--- src/lrd_pkg.sv ---
// lrd_pkg: constants, register map and types of the line receiver
// assumes: used by lrd_line_receiver only, every use scoped lrd_pkg::
package lrd_pkg;

  // ----------------------------------------------------------------
  // register map
  // ----------------------------------------------------------------
  localparam logic [3:0] ADDR_CTRL = 4'h0;
  localparam logic [3:0] ADDR_STAT = 4'h4;

  typedef struct packed {
    logic e3_mode;
    logic digital_signal_loss_dis;
    logic analog_signal_loss_dis;
    logic los_mute;
    logic mon_gain;
    logic eq_en;
    logic single_rail;
  } lrd_ctrl_t;

  localparam lrd_ctrl_t CTRL_RST = 7'h02;

  typedef struct packed {
    logic los;
    logic analog_signal_loss;
    logic digital_signal_loss;
    logic lol;
  } lrd_stat_t;

  // ----------------------------------------------------------------
  // pins crossing into the clock domain
  // ----------------------------------------------------------------
  typedef struct packed {
    logic host;
    logic rail;
    logic eq;
    logic mon;
    logic mute;
    logic lclk;
    logic rclk;
    logic pos;
    logic neg;
  } lrd_pins_t;

  localparam lrd_pins_t PINS_RST = 9'h000;

  // ----------------------------------------------------------------
  // line code and loss counts, in bit periods
  // ----------------------------------------------------------------
  localparam int LOS_RUN = 175;
  localparam int LOS_PCT = 33;
  localparam logic [7:0] LOS_RUN_C = 8'(LOS_RUN);
  localparam logic [7:0] CLR_ONES = 8'(LOS_RUN * LOS_PCT / 100 + 1);
  localparam logic [7:0] CNT_MAX = 8'hFF;
  localparam logic [7:0] B3ZS_RUN = 8'h03;
  localparam logic [7:0] HDB3_RUN = 8'h04;
  localparam logic [7:0] B3ZS_SUBZ = 8'h01;
  localparam logic [7:0] HDB3_SUBZ = 8'h02;

  typedef enum logic {
    CDR_TRAIN,
    CDR_RECOVER
  } lrd_cdr_t;

endpackage : lrd_pkg

--- src/lrd_line_receiver.sv ---
// lrd_line_receiver: lock control, line decoder and LOS detection
// assumes: line clock and data come from clock recovery, all pins but the register port
// asynchronous; freq_off_i and amp_low_i are on ref_clk_i already
//
// Chosen here: the address map and the plain strobed port.
`timescale 1ns/1ps
`default_nettype none
module lrd_line_receiver (
  input wire logic ref_clk_i,             // 20 MHz system clock
  input wire logic rst_i,                 // async reset, active high
  input wire logic reference_clock_in_i,  // external reference clock
  input wire logic line_clock_i,          // recovered line clock
  input wire logic line_in_pos_i,         // retimed positive pulse
  input wire logic line_in_neg_i,         // retimed negative pulse
  input wire logic freq_off_i,            // clocks differ over 0.5%
  input wire logic amp_low_i,             // amplitude under threshold
  input wire logic host_mode_i,           // 1: bits rule, 0: pins rule
  input wire logic rail_format_select_i,  // hw: 1 single rail
  input wire logic rx_equalizer_enable_i, // hw: equalizer in
  input wire logic rx_monitor_gain_enable_i, // monitor gain pin
  input wire logic loss_data_mute_i,      // hw: mute data on LOS
  input wire logic [3:0] addr_i,          // register address
  input wire logic [31:0] wdata_i,        // write data
  input wire logic wr_i,                  // write strobe
  input wire logic rd_i,                  // read strobe
  output logic [31:0] rdata_o,            // read data, next cycle
  output logic rx_clock_out_o,            // receive clock out
  output logic rx_data_pos_o,             // data / positive rail
  output logic rx_data_neg_o,             // negative rail
  output logic line_code_violation_o,     // one-cycle violation pulse
  output logic rx_loss_of_lock_o,         // training state
  output logic combined_signal_loss_o,    // combined LOS
  output logic rx_equalizer_enable_o,     // equalizer switched in
  output logic rx_monitor_gain_enable_o   // 20 dB stage on
);

  // ----------------------------------------------------------------
  // input synchronisers
  // ----------------------------------------------------------------
  lrd_pkg::lrd_pins_t pin_raw, pin_s1, pin_s2, pin_s3;

  assign pin_raw = '{host: host_mode_i, rail: rail_format_select_i,
                     eq: rx_equalizer_enable_i,
                     mon: rx_monitor_gain_enable_i,
                     mute: loss_data_mute_i, lclk: line_clock_i,
                     rclk: reference_clock_in_i, pos: line_in_pos_i,
                     neg: line_in_neg_i};

  always_ff @(posedge ref_clk_i or posedge rst_i)
  begin
    if (rst_i)
    begin
      pin_s1 <= lrd_pkg::PINS_RST;
      pin_s2 <= lrd_pkg::PINS_RST;
      pin_s3 <= lrd_pkg::PINS_RST;
    end
    else
    begin
      pin_s1 <= pin_raw;
      pin_s2 <= pin_s1;
      pin_s3 <= pin_s2;
    end
  end

  // ----------------------------------------------------------------
  // registers
  // ----------------------------------------------------------------
  lrd_pkg::lrd_ctrl_t ctrl_q, ctrl_d;
  lrd_pkg::lrd_stat_t stat;
  logic [31:0] rdata_q, rdata_d;

  always_comb
  begin
    ctrl_d = ctrl_q;
    rdata_d = 32'h0000_0000;
    if (wr_i && addr_i == lrd_pkg::ADDR_CTRL)
      ctrl_d = wdata_i[$bits(lrd_pkg::lrd_ctrl_t)-1:0];
    if (rd_i)
    begin
      unique case (addr_i)
        lrd_pkg::ADDR_CTRL:
          rdata_d[$bits(lrd_pkg::lrd_ctrl_t)-1:0] = ctrl_q;
        lrd_pkg::ADDR_STAT:
          rdata_d[$bits(lrd_pkg::lrd_stat_t)-1:0] = stat;
        default:
          rdata_d = 32'h0000_0000;
      endcase
    end
  end

  always_ff @(posedge ref_clk_i or posedge rst_i)
  begin
    if (rst_i)
    begin
      ctrl_q <= lrd_pkg::CTRL_RST;
      rdata_q <= 32'h0000_0000;
    end
    else
    begin
      ctrl_q <= ctrl_d;
      rdata_q <= rdata_d;
    end
  end

  assign rdata_o = rdata_q;

  // ----------------------------------------------------------------
  // effective controls, pin or bit by mode; monitor gain is pin OR bit, E3 bit only
  // ----------------------------------------------------------------
  logic single_rail, mute_en, e3;

  assign single_rail = pin_s2.host ? ctrl_q.single_rail
                                   : pin_s2.rail;
  assign mute_en = pin_s2.host ? ctrl_q.los_mute : pin_s2.mute;
  assign e3 = ctrl_q.e3_mode;
  assign rx_equalizer_enable_o = pin_s2.host ? ctrl_q.eq_en
                                             : pin_s2.eq;
  assign rx_monitor_gain_enable_o = ctrl_q.mon_gain | pin_s2.mon;

  // ----------------------------------------------------------------
  // lock state and bit strobe
  // ----------------------------------------------------------------
  lrd_pkg::lrd_cdr_t st_q, st_d;
  logic train_st, clk_now, clk_prev, bit_en, los;
  logic digital_signal_loss_q, digital_signal_loss_d, analog_signal_loss_q, analog_signal_loss_d;
  logic clk_out_q, clk_out_d;

  assign train_st = (st_q == lrd_pkg::CDR_TRAIN);
  // bits follow whichever clock goes out, so zero runs still count
  // while the line clock is gone
  assign clk_now = train_st ? pin_s2.rclk : pin_s2.lclk;
  assign clk_prev = train_st ? pin_s3.rclk : pin_s3.lclk;
  assign bit_en = clk_now & ~clk_prev;
  assign los = digital_signal_loss_q | analog_signal_loss_q;

  always_comb
  begin
    st_d = (los || freq_off_i) ? lrd_pkg::CDR_TRAIN
                               : lrd_pkg::CDR_RECOVER;
    unique case (st_q)
      lrd_pkg::CDR_TRAIN: clk_out_d = pin_s2.rclk;
      lrd_pkg::CDR_RECOVER: clk_out_d = pin_s2.lclk;
    endcase
  end

  always_ff @(posedge ref_clk_i or posedge rst_i)
  begin
    if (rst_i)
    begin
      st_q <= lrd_pkg::CDR_TRAIN;
      clk_out_q <= 1'b0;
    end
    else
    begin
      st_q <= st_d;
      clk_out_q <= clk_out_d;
    end
  end

  assign rx_clock_out_o = clk_out_q;
  assign rx_loss_of_lock_o = train_st;
  assign combined_signal_loss_o = los;
  assign stat = '{los: los, analog_signal_loss: analog_signal_loss_q, digital_signal_loss: digital_signal_loss_q, lol: train_st};

  // ----------------------------------------------------------------
  // decoder, violation check and LOS counters
  // ----------------------------------------------------------------
  logic pulse, pol, viol, sub_ok;
  logic last_pol_q, last_pol_d, have_p_q, have_p_d;
  logic vpol_q, vpol_d, have_v_q, have_v_d;
  logic [3:0] sr_q, sr_d;
  logic [7:0] zrun_q, zrun_d, arun_q, arun_d;
  logic [7:0] win_q, win_d, ones_q, ones_d;
  logic [7:0] run_len, subz;
  logic pos_q, pos_d, neg_q, neg_d, lcv_q, lcv_d;

  assign pulse = pin_s2.pos | pin_s2.neg;
  assign pol = pin_s2.pos;
  assign run_len = e3 ? lrd_pkg::HDB3_RUN : lrd_pkg::B3ZS_RUN;
  assign subz = e3 ? lrd_pkg::HDB3_SUBZ : lrd_pkg::B3ZS_SUBZ;
  assign viol = pulse && have_p_q && (pol == last_pol_q);
  // a substitution V follows enough zeros and alternates with last V
  assign sub_ok = viol && (zrun_q >= subz)
                  && (!have_v_q || pol != vpol_q);

  always_comb
  begin
    {last_pol_d, have_p_d} = {last_pol_q, have_p_q};
    {vpol_d, have_v_d} = {vpol_q, have_v_q};
    {sr_d, zrun_d, arun_d} = {sr_q, zrun_q, arun_q};
    {win_d, ones_d} = {win_q, ones_q};
    {digital_signal_loss_d, analog_signal_loss_d, pos_d, neg_d} = {digital_signal_loss_q, analog_signal_loss_q, pos_q, neg_q};
    lcv_d = 1'b0;
    if (bit_en)
    begin
      if (pulse)
        {last_pol_d, have_p_d} = {pol, 1'b1};
      if (viol)
        {vpol_d, have_v_d} = {pol, 1'b1};
      zrun_d = pulse ? 8'h00 : (zrun_q == lrd_pkg::CNT_MAX)
               ? zrun_q : zrun_q + 8'h01;
      sr_d = {sr_q[2:0], pulse};
      if (sub_ok)
        sr_d = e3 ? 4'h0 : {sr_d[3], 3'h0};
      if (!single_rail)
        lcv_d = (viol && !sub_ok) || (zrun_d == run_len);
      if (single_rail)
        {pos_d, neg_d} = {pin_s2.pos, pin_s2.neg};
      else
        {pos_d, neg_d} = {e3 ? sr_d[3] : sr_d[2], 1'b0};
      if (mute_en && los)
        {pos_d, neg_d} = 2'h0;
      // digital loss, DS3/STS-1 only
      if (!digital_signal_loss_q && !e3 && zrun_d == lrd_pkg::LOS_RUN_C)
        digital_signal_loss_d = 1'b1;
      if (digital_signal_loss_q)
      begin
        win_d = win_q + 8'h01;
        ones_d = ones_q + {7'h00, pulse};
        if (win_d == lrd_pkg::LOS_RUN_C)
        begin
          digital_signal_loss_d = (ones_d < lrd_pkg::CLR_ONES);
          {win_d, ones_d} = 16'h0000;
        end
      end
      else
        {win_d, ones_d} = 16'h0000;
      arun_d = !amp_low_i ? 8'h00 : (arun_q == lrd_pkg::CNT_MAX)
               ? arun_q : arun_q + 8'h01;
    end
    if (e3)
      analog_signal_loss_d = (arun_d >= lrd_pkg::LOS_RUN_C);
    else
      analog_signal_loss_d = amp_low_i;
    if (e3 || ctrl_q.digital_signal_loss_dis)
      digital_signal_loss_d = 1'b0;
    if (ctrl_q.analog_signal_loss_dis)
      analog_signal_loss_d = 1'b0;
  end

  always_ff @(posedge ref_clk_i or posedge rst_i)
  begin
    if (rst_i)
    begin
      {last_pol_q, have_p_q, vpol_q, have_v_q} <= 4'h0;
      {sr_q, zrun_q, arun_q} <= 20'h0_0000;
      {win_q, ones_q} <= 16'h0000;
      {digital_signal_loss_q, analog_signal_loss_q, pos_q, neg_q, lcv_q} <= 5'h00;
    end
    else
    begin
      {last_pol_q, have_p_q} <= {last_pol_d, have_p_d};
      {vpol_q, have_v_q} <= {vpol_d, have_v_d};
      {sr_q, zrun_q, arun_q} <= {sr_d, zrun_d, arun_d};
      {win_q, ones_q} <= {win_d, ones_d};
      {digital_signal_loss_q, analog_signal_loss_q} <= {digital_signal_loss_d, analog_signal_loss_d};
      {pos_q, neg_q, lcv_q} <= {pos_d, neg_d, lcv_d};
    end
  end

  assign rx_data_pos_o = pos_q;
  assign rx_data_neg_o = neg_q;
  assign line_code_violation_o = lcv_q;
endmodule : lrd_line_receiver
`default_nettype wire

--- config.mk ---
export PLATFORM = sky130hd
export DESIGN_NAME = lrd_line_receiver
export DESIGN_NICKNAME = d
export VERILOG_FILES = /design/src/lrd_pkg.sv /design/src/lrd_line_receiver.sv
export SDC_FILE = /design/constraint.sdc
export NUM_CORES = 1
export LEC_CHECK = 0
export ABC_AREA = 1
export BUFFER_PORTS_ARGS = -buffer_cell sky130_fd_sc_hd__buf_2
export CAP_MARGIN = 20
export CORE_ASPECT_RATIO = 2
export CORE_MARGIN = 4
export CORE_UTILIZATION = 42
export CTS_BUF_LIST = sky130_fd_sc_hd__clkbuf_4 sky130_fd_sc_hd__clkbuf_8
export CTS_CLUSTER_DIAMETER = 200
export DETAILED_ROUTE_END_ITERATION = 8
export GPL_ROUTABILITY_DRIVEN = 0
export PLACE_DENSITY_LB_ADDON = 0.12
export SLEW_MARGIN = 20
export SYNTH_ARGS = -nofsm -noshare
export SYNTH_HDL_FRONTEND = slang
export SYNTH_SLANG_ARGS = --single-unit
--- constraint.sdc ---
create_clock -name ref_clk_i -period 2.3 [get_ports ref_clk_i]
set_input_delay 0.115 -clock ref_clk_i [delete_from_list [all_inputs] [get_ports ref_clk_i]]
set_output_delay 0.115 -clock ref_clk_i [all_outputs]
set_load 0.05 [all_outputs]
# Word level (Yosys, flattened, before mapping)
# Cells that the tools add are included.
# word_totals
word_cells,123
output_inout_bits,40
register_bits,105
in_bits,51
# op_classes
eq_ne,8
bitwise,6
muxes,37
n_reduce_logical,21
magnitude_cmp,3
addsub,4
# op_table
op,count
8-bit 2-to-1 mux,9
"8-bit equality test, second input constant",4
"8-bit by 1-bit adder with 8-bit output, second input constant",3
1-bit 2-to-1 mux,20
1-bit logical AND,9
8-bit by 1-bit adder with 8-bit output,1
8-bit by 3-bit equality test with 1-bit output,1
8-bit by 2-bit greater-or-equal comparator with 1-bit output,1
"8-bit greater-or-equal comparator, second input constant",1
"8-bit by 6-bit < comparator with 1-bit output, second input constant",1
4-bit 2-to-1 mux,2
4-bit case mux with 2 select lines,1
7-bit 2-to-1 mux,1
3-bit 2-to-1 mux,2
"4-bit by 3-bit equality test with 1-bit output, second input constant",1
1-bit logical NOT,4
4-bit logical NOT,1
1-bit logical OR,4
2-bit AND reduction,2
1-bit OR,3
2-bit 2-to-1 mux,1
1-bit NOT,2
1-bit case mux with 2 select lines,1
2-bit nonzero test,1
other kinds (3),3

# Logic depth before layout (Yosys ltp)
# logic_depth
word_depth,10
mapped_depth,13
depth_no_buf,13

# Worst setup path before layout
# No wires, ideal clock.
# synth_path
path_kind,flip-flop to flip-flop
from,"register pin_s2, in the netlist pol"
to,register digital_signal_loss_q
t_arrival_ns,1.914
n_path_buf,0
stages_incl_launch_ff,14
setup_slack_ns,0.315
period_less_slack_ns,1.985
cell_sequence,dfrtp_1 > nor2_2 > inv_1 > ha_1 > ha_1 > nand3_1 > nand3b_1 > xor2_1 > inv_1 > nor2_1 > nand2_1 > nand3_1 > nand2_1 > nor2_1
# synth_via
elab_chain_cells,9
word_cells_on_any_way,11
classes_between,add/sub (1); order compare (1); eq/ne (1); mux (6); bitwise (1); reduce/logical (1)
# synth_lines
item,line,rtl
start: declaration,lrd_line_receiver.sv:40,"lrd_pkg::lrd_pins_t pin_raw, pin_s1, pin_s2, pin_s3;"
start signal: assignment,lrd_line_receiver.sv:54,pin_s2 <= lrd_pkg::PINS_RST;
start signal: assignment,lrd_line_receiver.sv:60,pin_s2 <= pin_s1;
1-bit OR (*),lrd_line_receiver.sv:177,assign pulse = pin_s2.pos | pin_s2.neg;
"parallel branches: the longest is 5 deep, another holds 8-bit by 1-bit adder with 8-bit output",--,
1-bit 2-to-1 mux (*),lrd_line_receiver.sv:216,if (digital_signal_loss_q)
1-bit 2-to-1 mux (*),lrd_line_receiver.sv:194,if (bit_en)
1-bit 2-to-1 mux (*),lrd_line_receiver.sv:235,if (e3 || ctrl_q.digital_signal_loss_dis)
end signal: assignment,lrd_line_receiver.sv:256,"{digital_signal_loss_q, analog_signal_loss_q} <= {digital_signal_loss_d, analog_signal_loss_d};"
end: declaration,lrd_line_receiver.sv:125,"logic digital_signal_loss_q, digital_signal_loss_d, analog_signal_loss_q, analog_signal_loss_d;"
# Mark *: on every way between the ends. The select of a mux whose other input is x is not followed.
# A chain may end at the register's enable or synchronous reset.

# Final worst setup path
# layout_path
from,register pin_s2[0] (netlist name)
to,register digital_signal_loss_q
# Same word-level chain as after synthesis.

==> reports/results.tsv <==
stage	metric	value	unit
synth	synth-seq-area-share	0.487	
setup_path	r2r_slack	0.23	ns
die	fp.dieW	78.0	um
power	power_density	755	mW/mm^2
synth	syn_area	0.00412	sq mm
synth	yosysUniqueCellTypes	41	
cts	clkTransAtPathRegs	0.08	ns
timing	max_slew_margin	0.461	
cts	cts_made_buffers	9	
cts	cts_tree	built	
die	core-area	0.00945	sq mm
synth	synth-main-ff-cell	dfrtp_1	
die	dieArea	0.0115	sq mm
timing	finalCritPeriodShare	0.901	
cts	numClockSinks	80	
run	cap_violations	0	
layout	area_delta_synth_final	16.5	%
cts	worstSkewPairLatency	0.36	ns
layout	diodes	0	
drt	avgRoutedWirePerCell	13.1	um
timing	skew	0.0204	ns
synth	synth_top_area_frac	0.480	
drt	wirelength	9000	um
setup_path	path_max_fanout	2	
setup_path	crit_required	2.59	ns
global_routing	grt_pass1_vias	3416	
drt	ant_nets	0	
layout	drive_gt1_frac	0.178	
cts	clockRootBuffer	clkbuf_8	
power	power.leakage	0.00239	uW
cts	postCtsSetupBuffers	0	
synth	yosysMostFrequentCell	nand2_1	
synth	syn_area_per_cell	8.50	sq um
global_routing	antenna_found_initial	0	
layout	ff_latch_area	0.00200	sq mm
die	initial_core_util	0.436	
global_routing	track_usage	0.169	
timing	worstMarginPinSlew	0.807	ns
status	outcome	finished, final reports clean	
hold_path	hold_path_class	primary input to register	
cts	h-tree-depth	3	
timing	hold_viol	0	
placed_design	post-place-ws	0.0819	ns
timing	max_freq	483	MHz
timing	slew_viol_final	0	
synth	synthTopCellsByCount	109 x nand2_1, 79 x dfrtp_1, 61 x inv_1	
timing	setup_viol	0	
drt	drtIter0Drc	118	
die	row_count	50	
drt	drc	0	
placed_design	dp_hpwl	6740	um
synth	synth-warning-count	0	
power	vdd_drop_max	0.361	mV
layout	nNetsFinal	609	
global_routing	grt.overflow.total	0	
die	io_pins	91	
synth	ys_ff_latch	80	
drt	drt_pass1_iterations	4	
drt	avgViaCountPerCell	4.75	
setup_path	path_class	register to register	
setup_path	endpoint_kind	register	
setup_path	cp.arrival	2.36	ns
global_routing	grt_max_degree	46	
synth	syn_inst	484	
timing	fin_ws	0.228	ns
timing	rsz0062_at_grt	false	
global_routing	grt_pass1_wl	15400	um
drt	via_count	3256	
synth	yosys-top-cells-area	dfrtp_1 48%, nand2_1 9.9%, inv_1 5.6%, buf_4 4.6%, nand3_1 3.9%	
layout	fill_cells	903	
timing	fin_tns_setup	0	ns
synth	synth_edf_count	0	
cts	cts_buffer_depth	2	
layout	multi_input_area	0.00173	sq mm
synth	async_flop_share	1.00	
timing	final.min_clock_period	2.07	ns
placed_design	port_buffers	40	
synth	post-synth-top-area-cell	dfrtp_1	
setup_path	startpoint_type	register	
die	die_y	148	um
[flip-flops by register name (all words and copies together), names as in the netlist, 2 cells and up]
name / cells
arun_q: 8
ctrl_q: 6
ones_q: 8
pin_s1: 9
pin_s2: 8
pin_s3: 2
rdata_o: 7
sr_q: 3
win_q: 8
zrun_q: 8
[layout by cell type, fill, tap and decap left out, drive strengths merged, types with 8 or more instances in the layout]
master | Yosys | layout
dlygate4sd3 | 0 | 16
nor3 | 9 | 9
xor2 | 10 | 10
nand2 | 118 | 118
a21oi | 16 | 16
nor2 | 42 | 42
nand3 | 35 | 35
buf | 28 | 47
o21ai | 35 | 35
conb | 1 | 25
ha | 8 | 8
inv | 64 | 64
clkbuf | 4 | 10
dfrtp | 79 | 79
[per-layer routing]
| metal | vias to the layer above | part of all wire | track usage |
|---|---|---|---|
| met5 | - | 0 | 0 |
| met4 | 0 | 0.040 | 0.0893 |
| met3 | 23 | 0.026 | 0.0287 |
| met2 | 50 | 0.57 | 0.326 |
| met1 | 1555 | 0.36 | 0.165 |
| li1 | 1628 | - | - |
[final cells by class]
type | count | share of cell area
Sequential cell | 80 | 0.418
Multi-Input combinational cell | 331 | 0.361
Timing Repair Buffer | 63 | 0.0887
Inverter | 65 | 0.0517
Tap cell | 130 | 0.0339
Clock buffer | 10 | 0.0274
Clock inverter | 6 | 0.0191
[worst max-delay path: stages (launching register included)]
cell	delay (ns)
dfrtp_1	0.43
nor2_2	0.11
inv_1	0.08
ha_1	0.21
ha_1	0.22
nand3_1	0.13
nand3b_1	0.14
xor2_1	0.20
inv_1	0.07
nor2_1	0.08
nand2_1	0.06
nand3_1	0.12
nand2_1	0.06
nor2_1	0.10
[path summary, 6_finish.rpt]
path | to | depth (start not counted) | startpoint
worst max-delay path | digital_signal_loss_q$_DFFE_PP0P_ | 13 | pin_s2[0]$_DFF_PP0_
worst min-delay path | e3$_DFFE_PP0P_ | 3 | wdata_i[6]
worst max register to register | digital_signal_loss_q$_DFFE_PP0P_ | 13 | pin_s2[0]$_DFF_PP0_
worst min register to register | pin_s2[5]$_DFF_PP0_ | 0 | pin_s1[5]$_DFF_PP0_
max in group asynchronous | ones_q[4]$_DFFE_PP0P_ | 4 | rst_i
min in group asynchronous | zrun_q[5]$_DFFE_PP0P_ | 3 | rst_i
[metrics by stage]
step | instance area (sq um) | total power (uW) | hold WS [ns] | util | cells
floorplan | 4210 | 2310 | 0.146 | - | 508
global placement | 4410 | 2460 | 0.223 | 0.466 | 653
detailed placement | 4410 | 2480 | 0.224 | 0.466 | 653
CTS | 4790 | 3670 | 0.00395 | 0.507 | 685
global route | 4790 | 3830 | 0.0551 | 0.507 | 685
finish | 4790 | 3620 | 0.0225 | 0.507 | 685
[repair_timing]
| action | CTS | global route |
|---|---|---|
| endpoints found under the hold margin | 58 | 0 |
| resized for setup | 0 | 1 |
| hold buffers | 16 | 0 |
| setup endpoints to repair | 0 | 11 |
[report_power, final]
part	total (uW)	switching [uW]	leakage [uW]	internal (uW)
clock	1150	524	0.000114	629
sequential	1670	120	0.00101	1550
combinational	796	548	0.00126	248
total	3620	1190	0.00239	2430
[cells by family (layout without fill, tap and decap cells)]
kind of cell,count (synthesis),after routing,synth area share
xor+xnor,14,14,0.0298
other cells,1,25,0.000911
flops,80,80,0.487
compound gates,62,62,0.0824
simple gates,219,219,0.252
buf+inv,97,144,0.115
mux,3,3,0.00821
fa+ha+maj,8,8,0.0243
No activity file was read; power rests on OpenSTA's default activity.
